$ cat src/core/mri_consts.svh
// Purpose: offsets, widths, reset values and counts of the reset initialiser
// Assumes: APB byte addresses, one 32-bit word per register
// Notes:   included by core/mri_reset_init.sv only
`ifndef MRI_CONSTS_SVH
`define MRI_CONSTS_SVH

// ----------------------------------------------------------------
// register offsets (byte addresses)
// ----------------------------------------------------------------
`define MRI_OFS_STATUS   8'h00
`define MRI_OFS_FLAGS    8'h04
`define MRI_OFS_PLATCH   8'h08
`define MRI_OFS_PDIR     8'h0c
`define MRI_OFS_PSEL     8'h10
`define MRI_OFS_TCFG     8'h14
`define MRI_OFS_TCNT     8'h18
`define MRI_OFS_TRLD     8'h1c
`define MRI_OFS_PRESC    8'h20
`define MRI_OFS_DISP     8'h24
`define MRI_OFS_MODE     8'h28
`define MRI_OFS_WORK     8'h2c
`define MRI_RAM_BASE_HI  2'b01

// ----------------------------------------------------------------
// widths and reset values
// ----------------------------------------------------------------
`define MRI_PC_W         14
`define MRI_PORT_W       16
`define MRI_IRQ_W        4
`define MRI_RAM_WORDS    16
`define MRI_PC_RST       14'h0000
`define MRI_LATCH_RST    16'hffff
`define MRI_DIR_RST      16'h0000
`define MRI_MASK_RST     4'hf
`define MRI_NIB_RST      4'h0
`define MRI_BYTE_RST     8'h00
`define MRI_PRS_RST      12'h000
`define MRI_OCT_RST      3'h0
`define MRI_DISP_RST     3'h0

// ----------------------------------------------------------------
// timing: last divider count; four core clocks per instruction cycle
// ----------------------------------------------------------------
`define MRI_INSTR_DIV    2'd3
`endif

$ cat src/core/mri_pkg.sv
// Purpose: shared types of the reset initialiser
// Assumes: constants live in mri_consts.svh
// Notes:   state codes follow a Gray path hold -> start -> run
package mri_pkg;
  typedef logic [3:0] mri_nib_t;
  typedef logic [7:0] mri_byte_t;
  typedef enum logic [1:0] {
    MRI_HOLD  = 2'b00,
    MRI_START = 2'b01,
    MRI_RUN   = 2'b11
  } mri_state_t;
endpackage

$ cat src/core/mri_reset_init.sv
// Purpose: reset pin handling and state initialisation of a 4-bit controller core
// Assumes: reset pin is asynchronous; registers reached over APB, one word each
// Notes:   working registers and data RAM carry no reset on purpose
//
// The register offsets and the APB register port were chosen for this implementation.
`timescale 1ns/10ps
`include "mri_consts.svh"

module mri_reset_init (
  input  wire logic                     core_clk,
  input  wire logic                     srst,
  input  wire logic                     reset_pin,
  input  wire logic                     psel,
  input  wire logic                     penable,
  input  wire logic                     pwrite,
  input  wire logic [7:0]               paddr,
  input  wire logic [31:0]              pwdata,
  output logic      [31:0]              prdata,
  output logic                          pready,
  output logic                          pslverr,
  output logic                          in_reset,
  output logic                          fetch_en,
  output logic      [`MRI_PC_W-1:0]     pc,
  output logic                          branch_condition_flag,
  output logic                          interrupt_master_enable,
  output logic      [`MRI_IRQ_W-1:0]    interrupt_request,
  output logic      [`MRI_IRQ_W-1:0]    interrupt_mask_bits,
  output logic      [`MRI_PORT_W-1:0]   port_output_latch,
  output logic      [`MRI_PORT_W-1:0]   port_direction_control,
  output mri_pkg::mri_nib_t             port_select_a,
  output mri_pkg::mri_nib_t             port_select_b,
  output mri_pkg::mri_nib_t             timer_a_config,
  output mri_pkg::mri_nib_t             timer_b_config,
  output mri_pkg::mri_nib_t             timer_c_config,
  output mri_pkg::mri_nib_t             serial_config,
  output logic      [2:0]               display_control,
  output mri_pkg::mri_nib_t             display_duty_clock,
  output logic                          low_speed_flag,
  output logic                          watchdog_flag,
  output logic                          direct_transfer_flag
);
  import mri_pkg::*;

  // ----------------------------------------------------------------
  // reset pin synchroniser and instruction-cycle divider
  // ----------------------------------------------------------------
  logic             rst_meta;
  logic             rst_sync;
  logic [1:0]       div_cnt;
  logic             instr_tick;
  mri_state_t       state;
  mri_state_t       next_state;

  // two flops before any use: the pin is asynchronous to core_clk
  // flops come out of srst as "held", so init has no gap before the pin is seen
  always_ff @(posedge core_clk) begin
    if (srst) begin
      rst_meta <= 1'b1;
      rst_sync <= 1'b1;
    end else begin
      rst_meta <= reset_pin;
      rst_sync <= rst_meta;
    end
  end

  // init covers both the core reset and the synchronised pin
  wire init = srst | rst_sync;

  // free-running instruction enable, also while the reset pin is held; only srst stops it
  always_ff @(posedge core_clk) begin
    if (srst) begin
      div_cnt    <= 2'd0;
      instr_tick <= 1'b0;
    end else begin
      div_cnt    <= (div_cnt == `MRI_INSTR_DIV) ? 2'd0 : div_cnt + 2'd1;
      instr_tick <= (div_cnt == `MRI_INSTR_DIV);
    end
  end

  // ----------------------------------------------------------------
  // sequencer: hold while reset, start until the next instruction tick (1 to 4 core clocks), run
  // ----------------------------------------------------------------
  // the start state waits for an instruction boundary so fetch lines up
  // with the instruction clock; reset length itself is the source's duty
  assign next_state = init ? MRI_HOLD :
                      (state == MRI_HOLD)                  ? MRI_START :
                      (state == MRI_START && instr_tick)   ? MRI_RUN   : state;

  always_ff @(posedge core_clk) begin
    state    <= next_state;
    in_reset <= init;
    fetch_en <= (next_state == MRI_RUN);
  end

  // fetch address: zero on reset, steps once per instruction while running
  always_ff @(posedge core_clk) begin
    if (init) begin
      pc <= `MRI_PC_RST;
    end else if (fetch_en && instr_tick) begin
      pc <= pc + `MRI_PC_W'(1);
    end
  end

  // ----------------------------------------------------------------
  // APB decode
  // ----------------------------------------------------------------
  // one wait state: pready rises on the first access edge
  wire acc_first = psel & penable & ~pready;
  wire acc_done  = psel & penable & pready;
  wire ram_hit   = (paddr[7:6] == `MRI_RAM_BASE_HI);
  wire [3:0] ram_idx = paddr[5:2];

  function automatic logic hit(input logic [7:0] a, input logic [7:0] ofs);
    hit = (a == ofs);
  endfunction

  // writes are refused while reset holds, so reset values stay put
  wire wr_ok  = acc_done & pwrite & ~init;
  wire wr_flg = wr_ok & hit(paddr, `MRI_OFS_FLAGS);
  wire wr_lat = wr_ok & hit(paddr, `MRI_OFS_PLATCH);
  wire wr_dir = wr_ok & hit(paddr, `MRI_OFS_PDIR);
  wire wr_psl = wr_ok & hit(paddr, `MRI_OFS_PSEL);
  wire wr_tcf = wr_ok & hit(paddr, `MRI_OFS_TCFG);
  wire wr_tcn = wr_ok & hit(paddr, `MRI_OFS_TCNT);
  wire wr_trl = wr_ok & hit(paddr, `MRI_OFS_TRLD);
  wire wr_dsp = wr_ok & hit(paddr, `MRI_OFS_DISP);
  wire wr_mod = wr_ok & hit(paddr, `MRI_OFS_MODE);
  wire wr_wrk = wr_ok & hit(paddr, `MRI_OFS_WORK);
  wire wr_ram = wr_ok & ram_hit;

  // ----------------------------------------------------------------
  // initialised state
  // ----------------------------------------------------------------
  mri_byte_t        timer_a_count;
  mri_byte_t        timer_b_count;
  mri_byte_t        timer_c_count;
  mri_byte_t        timer_b_reload;
  mri_byte_t        timer_c_reload;
  logic [11:0]      presc_sys;
  mri_byte_t        presc_watch;
  logic [2:0]       octal_count;

  // flags and interrupt control
  always_ff @(posedge core_clk) begin
    if (init) begin
      branch_condition_flag   <= 1'b1;
      interrupt_master_enable <= 1'b0;
      interrupt_request       <= '0;
      interrupt_mask_bits     <= `MRI_MASK_RST;
    end else if (wr_flg) begin
      branch_condition_flag   <= pwdata[0];
      interrupt_master_enable <= pwdata[1];
      interrupt_request       <= pwdata[7:4];
      interrupt_mask_bits     <= pwdata[11:8];
    end
  end

  // ports: latches high, buffers off, select modes cleared
  always_ff @(posedge core_clk) begin
    if (init) begin
      port_output_latch      <= `MRI_LATCH_RST;
      port_direction_control <= `MRI_DIR_RST;
      port_select_a          <= `MRI_NIB_RST;
      port_select_b          <= `MRI_NIB_RST;
    end else begin
      if (wr_lat) port_output_latch      <= pwdata[15:0];
      if (wr_dir) port_direction_control <= pwdata[15:0];
      if (wr_psl) begin
        port_select_a <= pwdata[3:0];
        port_select_b <= pwdata[7:4];
      end
    end
  end

  // timer and serial configuration
  always_ff @(posedge core_clk) begin
    if (init) begin
      timer_a_config <= `MRI_NIB_RST;
      timer_b_config <= `MRI_NIB_RST;
      timer_c_config <= `MRI_NIB_RST;
      serial_config  <= `MRI_NIB_RST;
    end else if (wr_tcf) begin
      timer_a_config <= pwdata[3:0];
      timer_b_config <= pwdata[7:4];
      timer_c_config <= pwdata[11:8];
      serial_config  <= pwdata[15:12];
    end
  end

  // timer counts and reloads, software loaded
  always_ff @(posedge core_clk) begin
    if (init) begin
      timer_a_count  <= `MRI_BYTE_RST;
      timer_b_count  <= `MRI_BYTE_RST;
      timer_c_count  <= `MRI_BYTE_RST;
      timer_b_reload <= `MRI_BYTE_RST;
      timer_c_reload <= `MRI_BYTE_RST;
    end else begin
      if (wr_tcn) begin
        timer_a_count <= pwdata[7:0];
        timer_b_count <= pwdata[15:8];
        timer_c_count <= pwdata[23:16];
      end
      if (wr_trl) begin
        timer_b_reload <= pwdata[7:0];
        timer_c_reload <= pwdata[15:8];
      end
    end
  end

  // prescalers run on instruction ticks; octal counter on watch wrap
  wire watch_wrap = instr_tick & (presc_watch == 8'hff);
  always_ff @(posedge core_clk) begin
    if (init) begin
      presc_sys   <= `MRI_PRS_RST;
      presc_watch <= `MRI_BYTE_RST;
      octal_count <= `MRI_OCT_RST;
    end else if (instr_tick) begin
      presc_sys   <= presc_sys + 12'd1;
      presc_watch <= presc_watch + 8'd1;
      if (watch_wrap) octal_count <= octal_count + 3'd1;
    end
  end

  // display and mode flags
  always_ff @(posedge core_clk) begin
    if (init) begin
      display_control      <= `MRI_DISP_RST;
      display_duty_clock   <= `MRI_NIB_RST;
      low_speed_flag       <= 1'b0;
      watchdog_flag        <= 1'b0;
      direct_transfer_flag <= 1'b0;
    end else begin
      if (wr_dsp) begin
        display_control    <= pwdata[2:0];
        display_duty_clock <= pwdata[7:4];
      end
      if (wr_mod) begin
        low_speed_flag       <= pwdata[0];
        watchdog_flag        <= pwdata[1];
        direct_transfer_flag <= pwdata[2];
      end
    end
  end

  // ----------------------------------------------------------------
  // uninitialised storage
  // ----------------------------------------------------------------
  logic             add_overflow_flag;
  mri_nib_t         accum;
  mri_byte_t        serial_shift_word;
  mri_nib_t         ram [`MRI_RAM_WORDS];

  // no reset term: software must load these after every reset
  always_ff @(posedge core_clk) begin
    if (wr_wrk) begin
      add_overflow_flag <= pwdata[0];
      accum             <= pwdata[7:4];
      serial_shift_word <= pwdata[15:8];
    end
  end

  // RAM keeps its words; writes are already blocked while in reset
  always_ff @(posedge core_clk) begin
    if (wr_ram) ram[ram_idx] <= pwdata[3:0];
  end

  // ----------------------------------------------------------------
  // read mux and APB answer
  // ----------------------------------------------------------------
  wire [31:0] rd_status = {29'h0, branch_condition_flag, fetch_en, in_reset};
  wire [31:0] rd_flags  = {20'h0, interrupt_mask_bits, interrupt_request,
                           2'b00, interrupt_master_enable, branch_condition_flag};
  wire [31:0] rd_tcfg   = {16'h0, serial_config, timer_c_config,
                           timer_b_config, timer_a_config};
  wire [31:0] rd_presc  = {9'h0, octal_count, presc_watch, presc_sys};
  wire [31:0] rd_work   = {16'h0, serial_shift_word, accum, 3'b000, add_overflow_flag};
  wire        mapped    = ram_hit | (paddr[7:6] == 2'b00 && paddr <= `MRI_OFS_WORK
                                     && paddr[1:0] == 2'b00);
  wire [31:0] rd_word =
    ram_hit                          ? {28'h0, ram[ram_idx]} :
    hit(paddr, `MRI_OFS_STATUS)      ? rd_status :
    hit(paddr, `MRI_OFS_FLAGS)       ? rd_flags :
    hit(paddr, `MRI_OFS_PLATCH)      ? {16'h0, port_output_latch} :
    hit(paddr, `MRI_OFS_PDIR)        ? {16'h0, port_direction_control} :
    hit(paddr, `MRI_OFS_PSEL)        ? {24'h0, port_select_b, port_select_a} :
    hit(paddr, `MRI_OFS_TCFG)        ? rd_tcfg :
    hit(paddr, `MRI_OFS_TCNT)        ? {8'h0, timer_c_count, timer_b_count, timer_a_count} :
    hit(paddr, `MRI_OFS_TRLD)        ? {16'h0, timer_c_reload, timer_b_reload} :
    hit(paddr, `MRI_OFS_PRESC)       ? rd_presc :
    hit(paddr, `MRI_OFS_DISP)        ? {24'h0, display_duty_clock, 1'b0, display_control} :
    hit(paddr, `MRI_OFS_MODE)        ? {29'h0, direct_transfer_flag, watchdog_flag,
                                        low_speed_flag} :
    hit(paddr, `MRI_OFS_WORK)        ? rd_work : 32'h0;

  // answer registered one cycle into the access phase
  always_ff @(posedge core_clk) begin
    if (srst) begin
      pready  <= 1'b0;
      prdata  <= 32'h0;
      pslverr <= 1'b0;
    end else begin
      pready  <= acc_first;
      pslverr <= acc_first & ~mapped;
      if (acc_first) prdata <= pwrite ? 32'h0 : rd_word;
    end
  end
endmodule

$ cat config.mk
export PLATFORM = sky130hd
export DESIGN_NAME = mri_reset_init
export DESIGN_NICKNAME = d
export VERILOG_FILES = /design/src/core/mri_pkg.sv /design/src/core/mri_reset_init.sv
export VERILOG_INCLUDE_DIRS = /design/src /design/src/core
export SDC_FILE = /design/constraint.sdc
export NUM_CORES = 1
export LEC_CHECK = 0
export BUFFER_PORTS_ARGS = -buffer_cell sky130_fd_sc_hd__buf_2
export CAP_MARGIN = 20
export CORE_ASPECT_RATIO = 1.5
export CORE_MARGIN = 3
export CORE_UTILIZATION = 45
export CTS_BUF_LIST = sky130_fd_sc_hd__clkbuf_8
export DETAILED_ROUTE_END_ITERATION = 6
export PLACE_DENSITY = 0.74
export SLEW_MARGIN = 20
export SYNTH_ARGS = -nofsm -noshare
export SYNTH_HDL_FRONTEND = slang
export SYNTH_SLANG_ARGS = --single-unit
$ cat constraint.sdc
create_clock -name core_clk -period 3.3 [get_ports core_clk]
set_clock_uncertainty 0.05 [all_clocks]
set_input_delay 0.495 -clock core_clk [delete_from_list [all_inputs] [get_ports core_clk]]
set_output_delay 0.495 -clock core_clk [all_outputs]
set_load 0.02 [all_outputs]
==> reports/metrics.csv, run 1 <==
metric;value;unit
R2R Setup Slk;650;ps
DR iter-0 viols;889;
Static Leak;4.811;nW
CTS tree;yes;
number of post-CTS setup repair buffers;0;
TritonCTS Buffers;41;
cell row count;72;
CP max stage cell;nor3_2;
dominant synthesized flop cell;dfxtp_1;
status;completed;
GRT overflow;0;
worst setup path class;register to register;
I/O pins;172;
clk slew on worst S/H paths;60;ps
Final #Nets;1411;
crit path cell chain;nor2_2, nand4_1, buf_4, nor3_2, buf_4, nand2_1, a21oi_1;
library cells used by synthesis;74;
CP required;3710;ps
Switching Power;0.001502;W
drt drc;0;
crit path DAT;3060;ps
Vias;10220;
CTS Root Cell;clkbuf_8;
Die Span X;138.2;um
YS warnings;0;
die area;0.02824;sq mm
Critical Path End Type;register;
register bit total from synthesis;265;
drt first pass iters;5;
final worst-path cycle share;0.8016;
initial antenna violation count;1;
GR Util All Layers;0.2447;
first-pass GRT wire length;54560;um
setup TNS;0;ps
number of flops mapped to enable cells by yosys;77;
remaining antenna violation count;0;
# setup viols final;0;
Worst setup SP type;register;
maxcap violations;0;
sequential-to-total area share from yosys stat;0.5148;
unrepaired setup endpoints after global routing;false;
Switching Fraction;0.2360;
clk sinks;265;
gpl congestion;0.9821;
Worst-Margin Slew;1016;ps
Clock Latency Late Sink;550;ps
synthesized area;0.01180;sq mm
Hold-fix buffers, CTS;0;
initial cell density of the core;0.4580;
Routed WL per cell;21.02;um
Slew headroom;0.3175;
WHS;123.0;ps
Worst VDD drop;0.0003343;V
deepest clock path buffer count;3;
pwr/cell area;466.2;mW/mm^2
Total Wirelength;36210;um
Min Clock Period, post-route;2645;ps
Worst Hold Class;input pin to register;
fin. max-slew vios;0;
PortBufs;155;
critical-path maximum fanout;11;
P&R area growth vs syn;15.70;%
fraction of registers with async set/reset;0;
Hold Vio Cnt, Final;0;
Worst path max stage delay;620;ps
DR vias/cell;5.936;
Pint;0.004863;W
PostCTS Resize Cnt;0;
Die Y-Extent;204.3;um
combinational power share;0.055;
Seq pwr share;0.528;
layout cells sized above 1;0.2147;
hpwl dp;25430;um
largest net degree at the start of global routing;75;
Core ar.;0.02576;sq mm
mean post-synth cell area;9.713;sq um
number of global-route vias before repair;9758;
Peak Freq;378.0;MHz
most used cell, CP;buf_4;
H-tree Lvls;2;
power share of the clock group;0.418;
Syn Inst Count;1215;
Fill cells;2385;
## logic make-up (layout without fill, tap and decap cells)
logic type | after synthesis | after routing | share of synthesized area
adder cells (fa/ha/maj) | 5 | 5 | 0.005301
AO/OA/AOI/OAI | 259 | 259 | 0.1413
flip-flops | 265 | 265 | 0.5148
other | 1 | 9 | 0.0003178
AND/OR/NAND/NOR | 469 | 469 | 0.1881
XOR/XNOR | 25 | 25 | 0.01855
buffers and inverters | 108 | 274 | 0.04379
multiplexers | 83 | 83 | 0.08779
## registers in the layout (all words and copies together), names as in the netlist, 8 cells and up
| name | cells |
|---|---|
| presc_sys | 12 |
| pc | 14 |
| port_direction_control | 16 |
| ram | 64 |
| serial_shift_word | 8 |
| timer_c_reload | 8 |
| timer_c_count | 8 |
| timer_b_reload | 8 |
| presc_watch | 8 |
| timer_b_count | 8 |
| timer_a_count | 8 |
| prdata | 24 |
| port_output_latch | 16 |
## metrics by stage
step | setup slack, ps | util | instances | total power, W | cell area [sq um]
2_1_floorplan | 568.6 | - | 1222 | 0.003641 | 11830
3_3_place_gp | 539.0 | 0.4995 | 1650 | 0.003764 | 12870
3_5_place_dp | 527.5 | 0.4995 | 1650 | 0.003769 | 12870
4_1_cts | 796.4 | 0.5299 | 1721 | 0.006403 | 13650
5_1_grt | 588.6 | 0.5300 | 1722 | 0.006561 | 13650
6_report | 654.6 | 0.5300 | 1722 | 0.006365 | 13650
## area by class of cell
class	count	area, sq um	share of cell area
antenna	1	2.502	0.0001833
clock buffer	45	619.3	0.04536
clock inverter	26	163.9	0.01200
inverter	9	36.28	0.002657
multi-input combinational	849	5246	0.3842
sequential	265	6076	0.4450
tap	333	416.7	0.03051
timing repair buffer	194	1094	0.08009
## power by group through the flow
stage / clock network [W] / registers, W / logic (W)
6_report: 0.00266 / 0.00336 / 0.000349
2_1_floorplan: 0 / 0.00343 / 0.000211
5_1_grt: 0.00284 / 0.00336 / 0.000367
3_5_place_dp: 0 / 0.00343 / 0.000340
3_3_place_gp: 0 / 0.00343 / 0.000335
4_1_cts: 0.00270 / 0.00336 / 0.000341
## placed cells by master, fill, tap and decap left out, types with 9 or more instances in the layout
cell type and count:
clkbuf_8 45, a32oi_1 14, inv_1 15, o21ai_0 44, xor2_1 15, a2bb2oi_1 11
a22oi_1 15, nand2b_1 9, nand4_1 13, buf_2 155, nand3_1 46, mux2i_1 63
o2bb2ai_1 9, nor2b_1 9, a211oi_1 10, nand2_1 185, a21oi_1 106, dfxtp_1 188
mux4_2 16, nor3_1 16, or3_1 12, edfxtp_1 77, buf_4 37, nor2_1 127
xnor2_1 10
## worst paths after layout
path,start,end,cells after the start
min,reset_pin,rst_meta,2
min reg2reg,rst_meta,rst_sync,1
max,rst_sync,port_direction_control[5],7
max reg2reg,rst_sync,port_direction_control[5],7
## synthesized netlist by cell type (8+ instances only)
cell | instances | area [sq um]
a211oi_1 | 10 | 75.07
a21oi_1 | 106 | 530.5
a22oi_1 | 15 | 112.6
a2bb2oi_1 | 11 | 96.34
a32oi_1 | 14 | 122.6
buf_2 | 35 | 175.2
buf_4 | 11 | 82.58
clkbuf_1 | 45 | 168.9
dfxtp_1 | 188 | 3764
edfxtp_1 | 77 | 2312
inv_1 | 8 | 30.03
mux2i_1 | 63 | 630.6
mux4_2 | 16 | 360.4
nand2_1 | 185 | 694.4
nand2b_1 | 9 | 56.30
nand3_1 | 46 | 230.2
nand4_1 | 13 | 81.33
nor2_1 | 127 | 476.7
nor2b_1 | 9 | 56.30
nor3_1 | 17 | 85.08
o21ai_0 | 44 | 220.2
o22ai_1 | 8 | 50.05
o2bb2ai_1 | 9 | 78.83
or3_1 | 12 | 75.07
xnor2_1 | 10 | 87.58
xor2_1 | 15 | 131.4
## metal layers
metal / wire length (um) / GRT usage / vias up / share of wire
met5: 0 / 0 / - / 0
li1: - / - / 4653 / -
met1: 13010 / 0.2832 / 4858 / 0.36
met2: 18160 / 0.4272 / 565 / 0.50
met4: 2259 / 0.1472 / 0 / 0.062
met3: 2778 / 0.03745 / 145 / 0.077
## critical path: cells and delay by family (launching register included)
family                 cells  cell delay, ps
AO/OA/AOI/OAI              1             170
buffers and inverters      2             690
flip-flops                 1             320
AND/OR/NAND/NOR            4            1330
(Power assumes the default switching activity.)
==> run 2, diff against run 1 <==
Clock period 3.3 ns to 2.5 ns, I/O delays scaled along.
==> reports/metrics.csv, run 2 (same netlist as run 1, synthesis figures left out) <==
metric;value;unit;change
cell row count;72;;unchanged
number of global-route vias before repair;9948;;+1.9%
CP required;2660;ps;-1050 ps
PortBufs;155;;unchanged
WHS;22.40;ps;-100.6 ps
most frequent cells in the layout;188 x dfxtp_1, 185 x nand2_1, 155 x buf_2;;
Core ar.;0.02576;sq mm;unchanged
Placed Cells;1686;;+2.2%
Crit. Startpoint;rst_sync;;
gpl congestion;0.9605;;-2.2%
Biggest register;ram;;
hpwl dp;25720;um;+1.1%
DR iter-0 viols;965;;+8.5%
initial cell density of the core;0.4580;;unchanged
Hold Vio Cnt, Final;0;;unchanged
Slew headroom;0.6002;;+0.2827
TritonCTS Buffers;42;;+2.4%
drt drc;0;;unchanged
Overall Power;0.008616;W;+35%
CTS Root Cell;clkbuf_8;;
die area;0.02824;sq mm;unchanged
status;completed;;
maxcap violations;0;;unchanged
Worst VDD drop;0.0003644;V;+9.0%
Die Y-Extent;204.3;um;unchanged
remaining antenna violation count;0;;unchanged
Peak Freq;466.6;MHz;+23%
Final #Nets;1449;;+2.7%
Core Util, Final;0.5451;;+0.01510
max reg flops;64;;unchanged
layout cells sized above 1;0.2327;;+0.01796
pwr/cell area;613.5;mW/mm^2;+32%
initial antenna violation count;1;;unchanged
Vias;10340;;+1.1%
worst setup path class;register to register;;
Min Clock Period, post-route;2143;ps;-502.3 ps
R2R Setup Slk;360;ps;-300 ps
Static Leak;5.059;nW;+5.2%
drt first pass iters;6;;+1
CTS tree;yes;;
Worst setup SP type;register;;
I/O pins;172;;unchanged
P&R area growth vs syn;19.00;%;
Critical Path End Type;register;;
H-tree Lvls;2;;unchanged
GR Util All Layers;0.2477;;+0.003009
PostCTS Resize Cnt;0;;unchanged
DR vias/cell;5.869;;-1.1%
crit path DAT;2300;ps;-760 ps
commonest non-fill, non-tap cell in the layout;dfxtp_1;;
biggest regs;ram x64, prdata x24;;
Reg2Reg Depth;6;;-1
fin. max-slew vios;0;;unchanged
Clock Latency Late Sink;560;ps;about the same
reg2reg start;rst_sync;;
# setup viols final;0;;unchanged
CP endpoint;ram[9][2];;
first-pass GRT wire length;55630;um;+2.0%
final worst-path cycle share;0.8572;;+0.05562
unrepaired setup endpoints after global routing;false;;
setup TNS;0;ps;unchanged
deepest clock path buffer count;3;;unchanged
Worst-Margin Slew;598.5;ps;-417.4 ps
Finished Layout Cells;1761;;+2.3%
Worst Hold Class;input pin to register;;
clk slew on worst S/H paths;60;ps;about the same
largest net degree at the start of global routing;73;;-2.7%
Total Wirelength;36740;um;+1.5%
clk sinks;265;;unchanged
reg-to-reg endpoint;ram[9][2];;
Routed WL per cell;20.86;um;-0.76%
Die Span X;138.2;um;unchanged
critical-path maximum fanout;15;;+4
GRT overflow;0;;unchanged
run 2: cell count changes in the layout (fill, tap and decap cells not counted), sizes merged:
cell,before,now
clkinv,16,4
inv,16,26
buf,194,230
clkbuf,45,49
dlygate4sd3,0,1
run 2: per-stage QoR:
stage                     worst slack, ps  area [sq um]
after floorplan                     270.2         11830
after global placement              118.7         13200
after detailed placement            116.8         13200
after global routing                269.6         14040
final                               356.9         14040
after CTS                           359.4         14040
run 2: worst min path at each step:
stage          startpoint                to  depth (start not counted)
3_3_place_gp     rst_meta          rst_sync                          1
6_report       pwdata[19]  timer_c_count[3]                          3
2_1_floorplan    rst_meta          rst_sync                          1
3_5_place_dp     rst_meta          rst_sync                          1
5_1_grt        pwdata[19]  timer_c_count[3]                          3
4_1_cts        pwdata[19]  timer_c_count[3]                          3
run 2: area by class of cell:
| class | count | area, sq um |
|---|---|---|
| diodes | 1 | 2.502 |
| clock buffers | 49 | 674.4 |
| clock inverters | 24 | 155.1 |
| fillers | 2328 | 11720 |
| inverters | 9 | 36.28 |
| multi-input cells | 849 | 5246 |
| flip-flops and latches | 265 | 6076 |
| well taps | 333 | 416.7 |
| repair buffers | 231 | 1436 |
run 2: worst max-delay path, cell delays in order (launching register included):
cell and delay [ps]:
dfxtp_1 300, nor2_2 200, nand4_1 180, buf_12 210
nor2_1 230, nand2_1 210, nor2_1 390
run 2: routing by layer:
layer  vias up  share of wire  global-route usage
met1      4950           0.36              0.2841
met2       512           0.50              0.4361
li1       4723              -                   -
met3       151          0.070             0.03792
met5         -              0                   0
met4         0          0.065              0.1476
run 2: timing repair:
item / CTS / global route
setup buffers: 0 / 0
hold buffers: 1 / 0
hold endpoints to repair: 1 / 0
run 2: power breakdown:
group | total [W] | internal (W) | switching, W | leakage (nW)
sequential | 0.00443 | 0.00443 | 0.00000530 | 2.21
combinational | 0.000490 | 0.000154 | 0.000336 | 2.37
clock | 0.00370 | 0.00199 | 0.00171 | 0.481
total | 0.00862 | 0.00657 | 0.00205 | 5.06
==> run 3, diff against run 2 <==
Settings changed: CORE_ASPECT_RATIO 1.5 to default.
==> reports/metrics.csv, run 3 (same netlist as run 1, synthesis figures left out) <==
metric;value;unit;change
H-tree Lvls;2;;unchanged
crit path DAT;2590;ps;+290 ps
layout cells sized above 1;0.2313;;-0.001349
deepest clock path buffer count;3;;unchanged
most frequent cells in the layout;188 x dfxtp_1, 185 x nand2_1, 155 x buf_2;;
biggest regs;ram x64, prdata x24;;
met1 wire length;15650;um;+17%
setup TNS;0;ps;unchanged
Vias;10210;;-1.2%
DR iter-0 viols;1070;;+11%
Top Metal Used;met5;;
Die Y-Extent;167.9;um;-18%
Overall Power;0.008755;W;+1.6%
status;completed;;
Core ar.;0.02547;sq mm;-1.1%
drt drc;0;;unchanged
remaining antenna violation count;0;;unchanged
# setup viols final;0;;unchanged
final worst-path cycle share;0.8574;;about the same
hpwl dp;25100;um;-2.4%
PostCTS Resize Cnt;0;;unchanged
Slew headroom;0.4333;;-0.1669
Worst-Margin Slew;843.6;ps;+245.1 ps
GRT overflow;0;;unchanged
Hold Vio Cnt, Final;0;;unchanged
critical-path maximum fanout;7;;-8
Fill cells;2208;;-5.2%
die area;0.02820;sq mm;-0.14%
fin. max-slew vios;0;;unchanged
CTS tree;yes;;
clk sinks;265;;unchanged
Min Clock Period, post-route;2143;ps;+0.3400 ps
worst setup path class;register to register;;
Total Wirelength;36270;um;-1.3%
min setup slack post-route;356.5;ps;-0.3400 ps
PortBufs;155;;unchanged
initial antenna violation count;1;;unchanged
met2 wire len;15720;um;-15%
Routed WL per cell;20.58;um;-1.3%
first-pass GRT wire length;56280;um;+1.2%
pwr/cell area;621.9;mW/mm^2;+1.4%
initial cell density of the core;0.4633;;+0.005265
unrepaired setup endpoints after global routing;false;;
I/O pins;172;;unchanged
Critical Path End Type;register;;
GR Util All Layers;0.2505;;+0.002795
clk slew on worst S/H paths;70;ps;about the same
DR vias/cell;5.797;;-1.2%
drt first pass iters;6;;unchanged
Die Span X;167.9;um;+21%
TritonCTS Buffers;43;;+2.4%
max reg flops;64;;unchanged
Clock Latency Late Sink;560;ps;about the same
CTS Root Cell;clkbuf_8;;
CP required;2950;ps;+290 ps
Worst setup SP type;register;;
largest net degree at the start of global routing;84;;+15%
number of global-route vias before repair;9888;;-0.60%
Worst Hold Class;input pin to register;;
post-place setup slack;69.17;ps;-47.65 ps
commonest non-fill, non-tap cell in the layout;dfxtp_1;;
gpl congestion;0.9454;;-1.6%
Static Leak;5.074;nW;+0.28%
maxcap violations;0;;unchanged
cell row count;58;;-19%
P&R area growth vs syn;19.30;%;
Biggest register;ram;;
Final #Nets;1448;;-0.069%
Peak Freq;466.5;MHz;about the same
metal3 WL;4005;um;+56%
Worst VDD drop;0.0003909;V;+7.3%
[run 3: changes by cell type in the layout (fill, tap and decap cells not counted), sizes merged]
cell and change:
clkbuf +3, buf -7, clkinv +3, dlygate4sd3 +5
[run 3: stage by stage]
stage / std cells / instance area, sq um / util / hold slack [ps]
after CTS: 1761 / 14080 / 0.5526 / 3.527
final: 1762 / 14080 / 0.5527 / 11.51
after global routing: 1761 / 14080 / 0.5526 / 15.41
after global placement: 1676 / 13130 / 0.5156 / 347.5
after detailed placement: 1676 / 13130 / 0.5156 / 350.9
after floorplan: 1222 / 11830 / - / 339.5
[run 3: final cells by class]
type | instances | area [sq um] | area share
Timing Repair Buffer | 229 | 1421 | 0.1010
Sequential cell | 265 | 6076 | 0.4316
Inverter | 9 | 36.28 | 0.002577
Multi-Input combinational cell | 849 | 5246 | 0.3726
Tap cell | 330 | 412.9 | 0.02933
Antenna cell | 1 | 2.502 | 0.0001777
Clock inverter | 27 | 167.7 | 0.01191
Clock buffer | 52 | 715.7 | 0.05084
[run 3: routing by layer]
layer	GRT usage	up-vias
met5	0	-
met4	0.07755	2
met3	0.07232	83
met2	0.3740	544
met1	0.3541	4854
li1	-	4731
[run 3: path summary, 6_finish.rpt]
path | from | endpoint | slack (ps) | depth (start not counted)
setup reg to reg | pready | prdata[16] | 360 | 5
hold reg to reg | rst_meta | rst_sync | 370 | 1
hold / removal | pwdata[18] | timer_c_count[2] | 10 | 3
setup / recovery | pready | prdata[16] | 360 | 5
[run 3: critical path, cell delays in order, from the launching register on]
cell       delay [ps]
dfxtp_1           350
nand3b_1          210
nor3_1            670
nand2_1           460
a2bb2oi_1         240
nor2_1             90
[run 3: power by group]
part | switching (W) | leakage, nW | internal (W)
clock network | 0.00173 | 0.512 | 0.00210
registers | 0.00000585 | 2.21 | 0.00443
logic | 0.000336 | 2.35 | 0.000157
total | 0.00208 | 5.07 | 0.00668
[run 3: timing repair]
action | 4_1_cts | 5_1_grt
endpoints found under the hold margin | 6 | 0
hold buffers | 6 | 0
setup buffers | 0 | 0
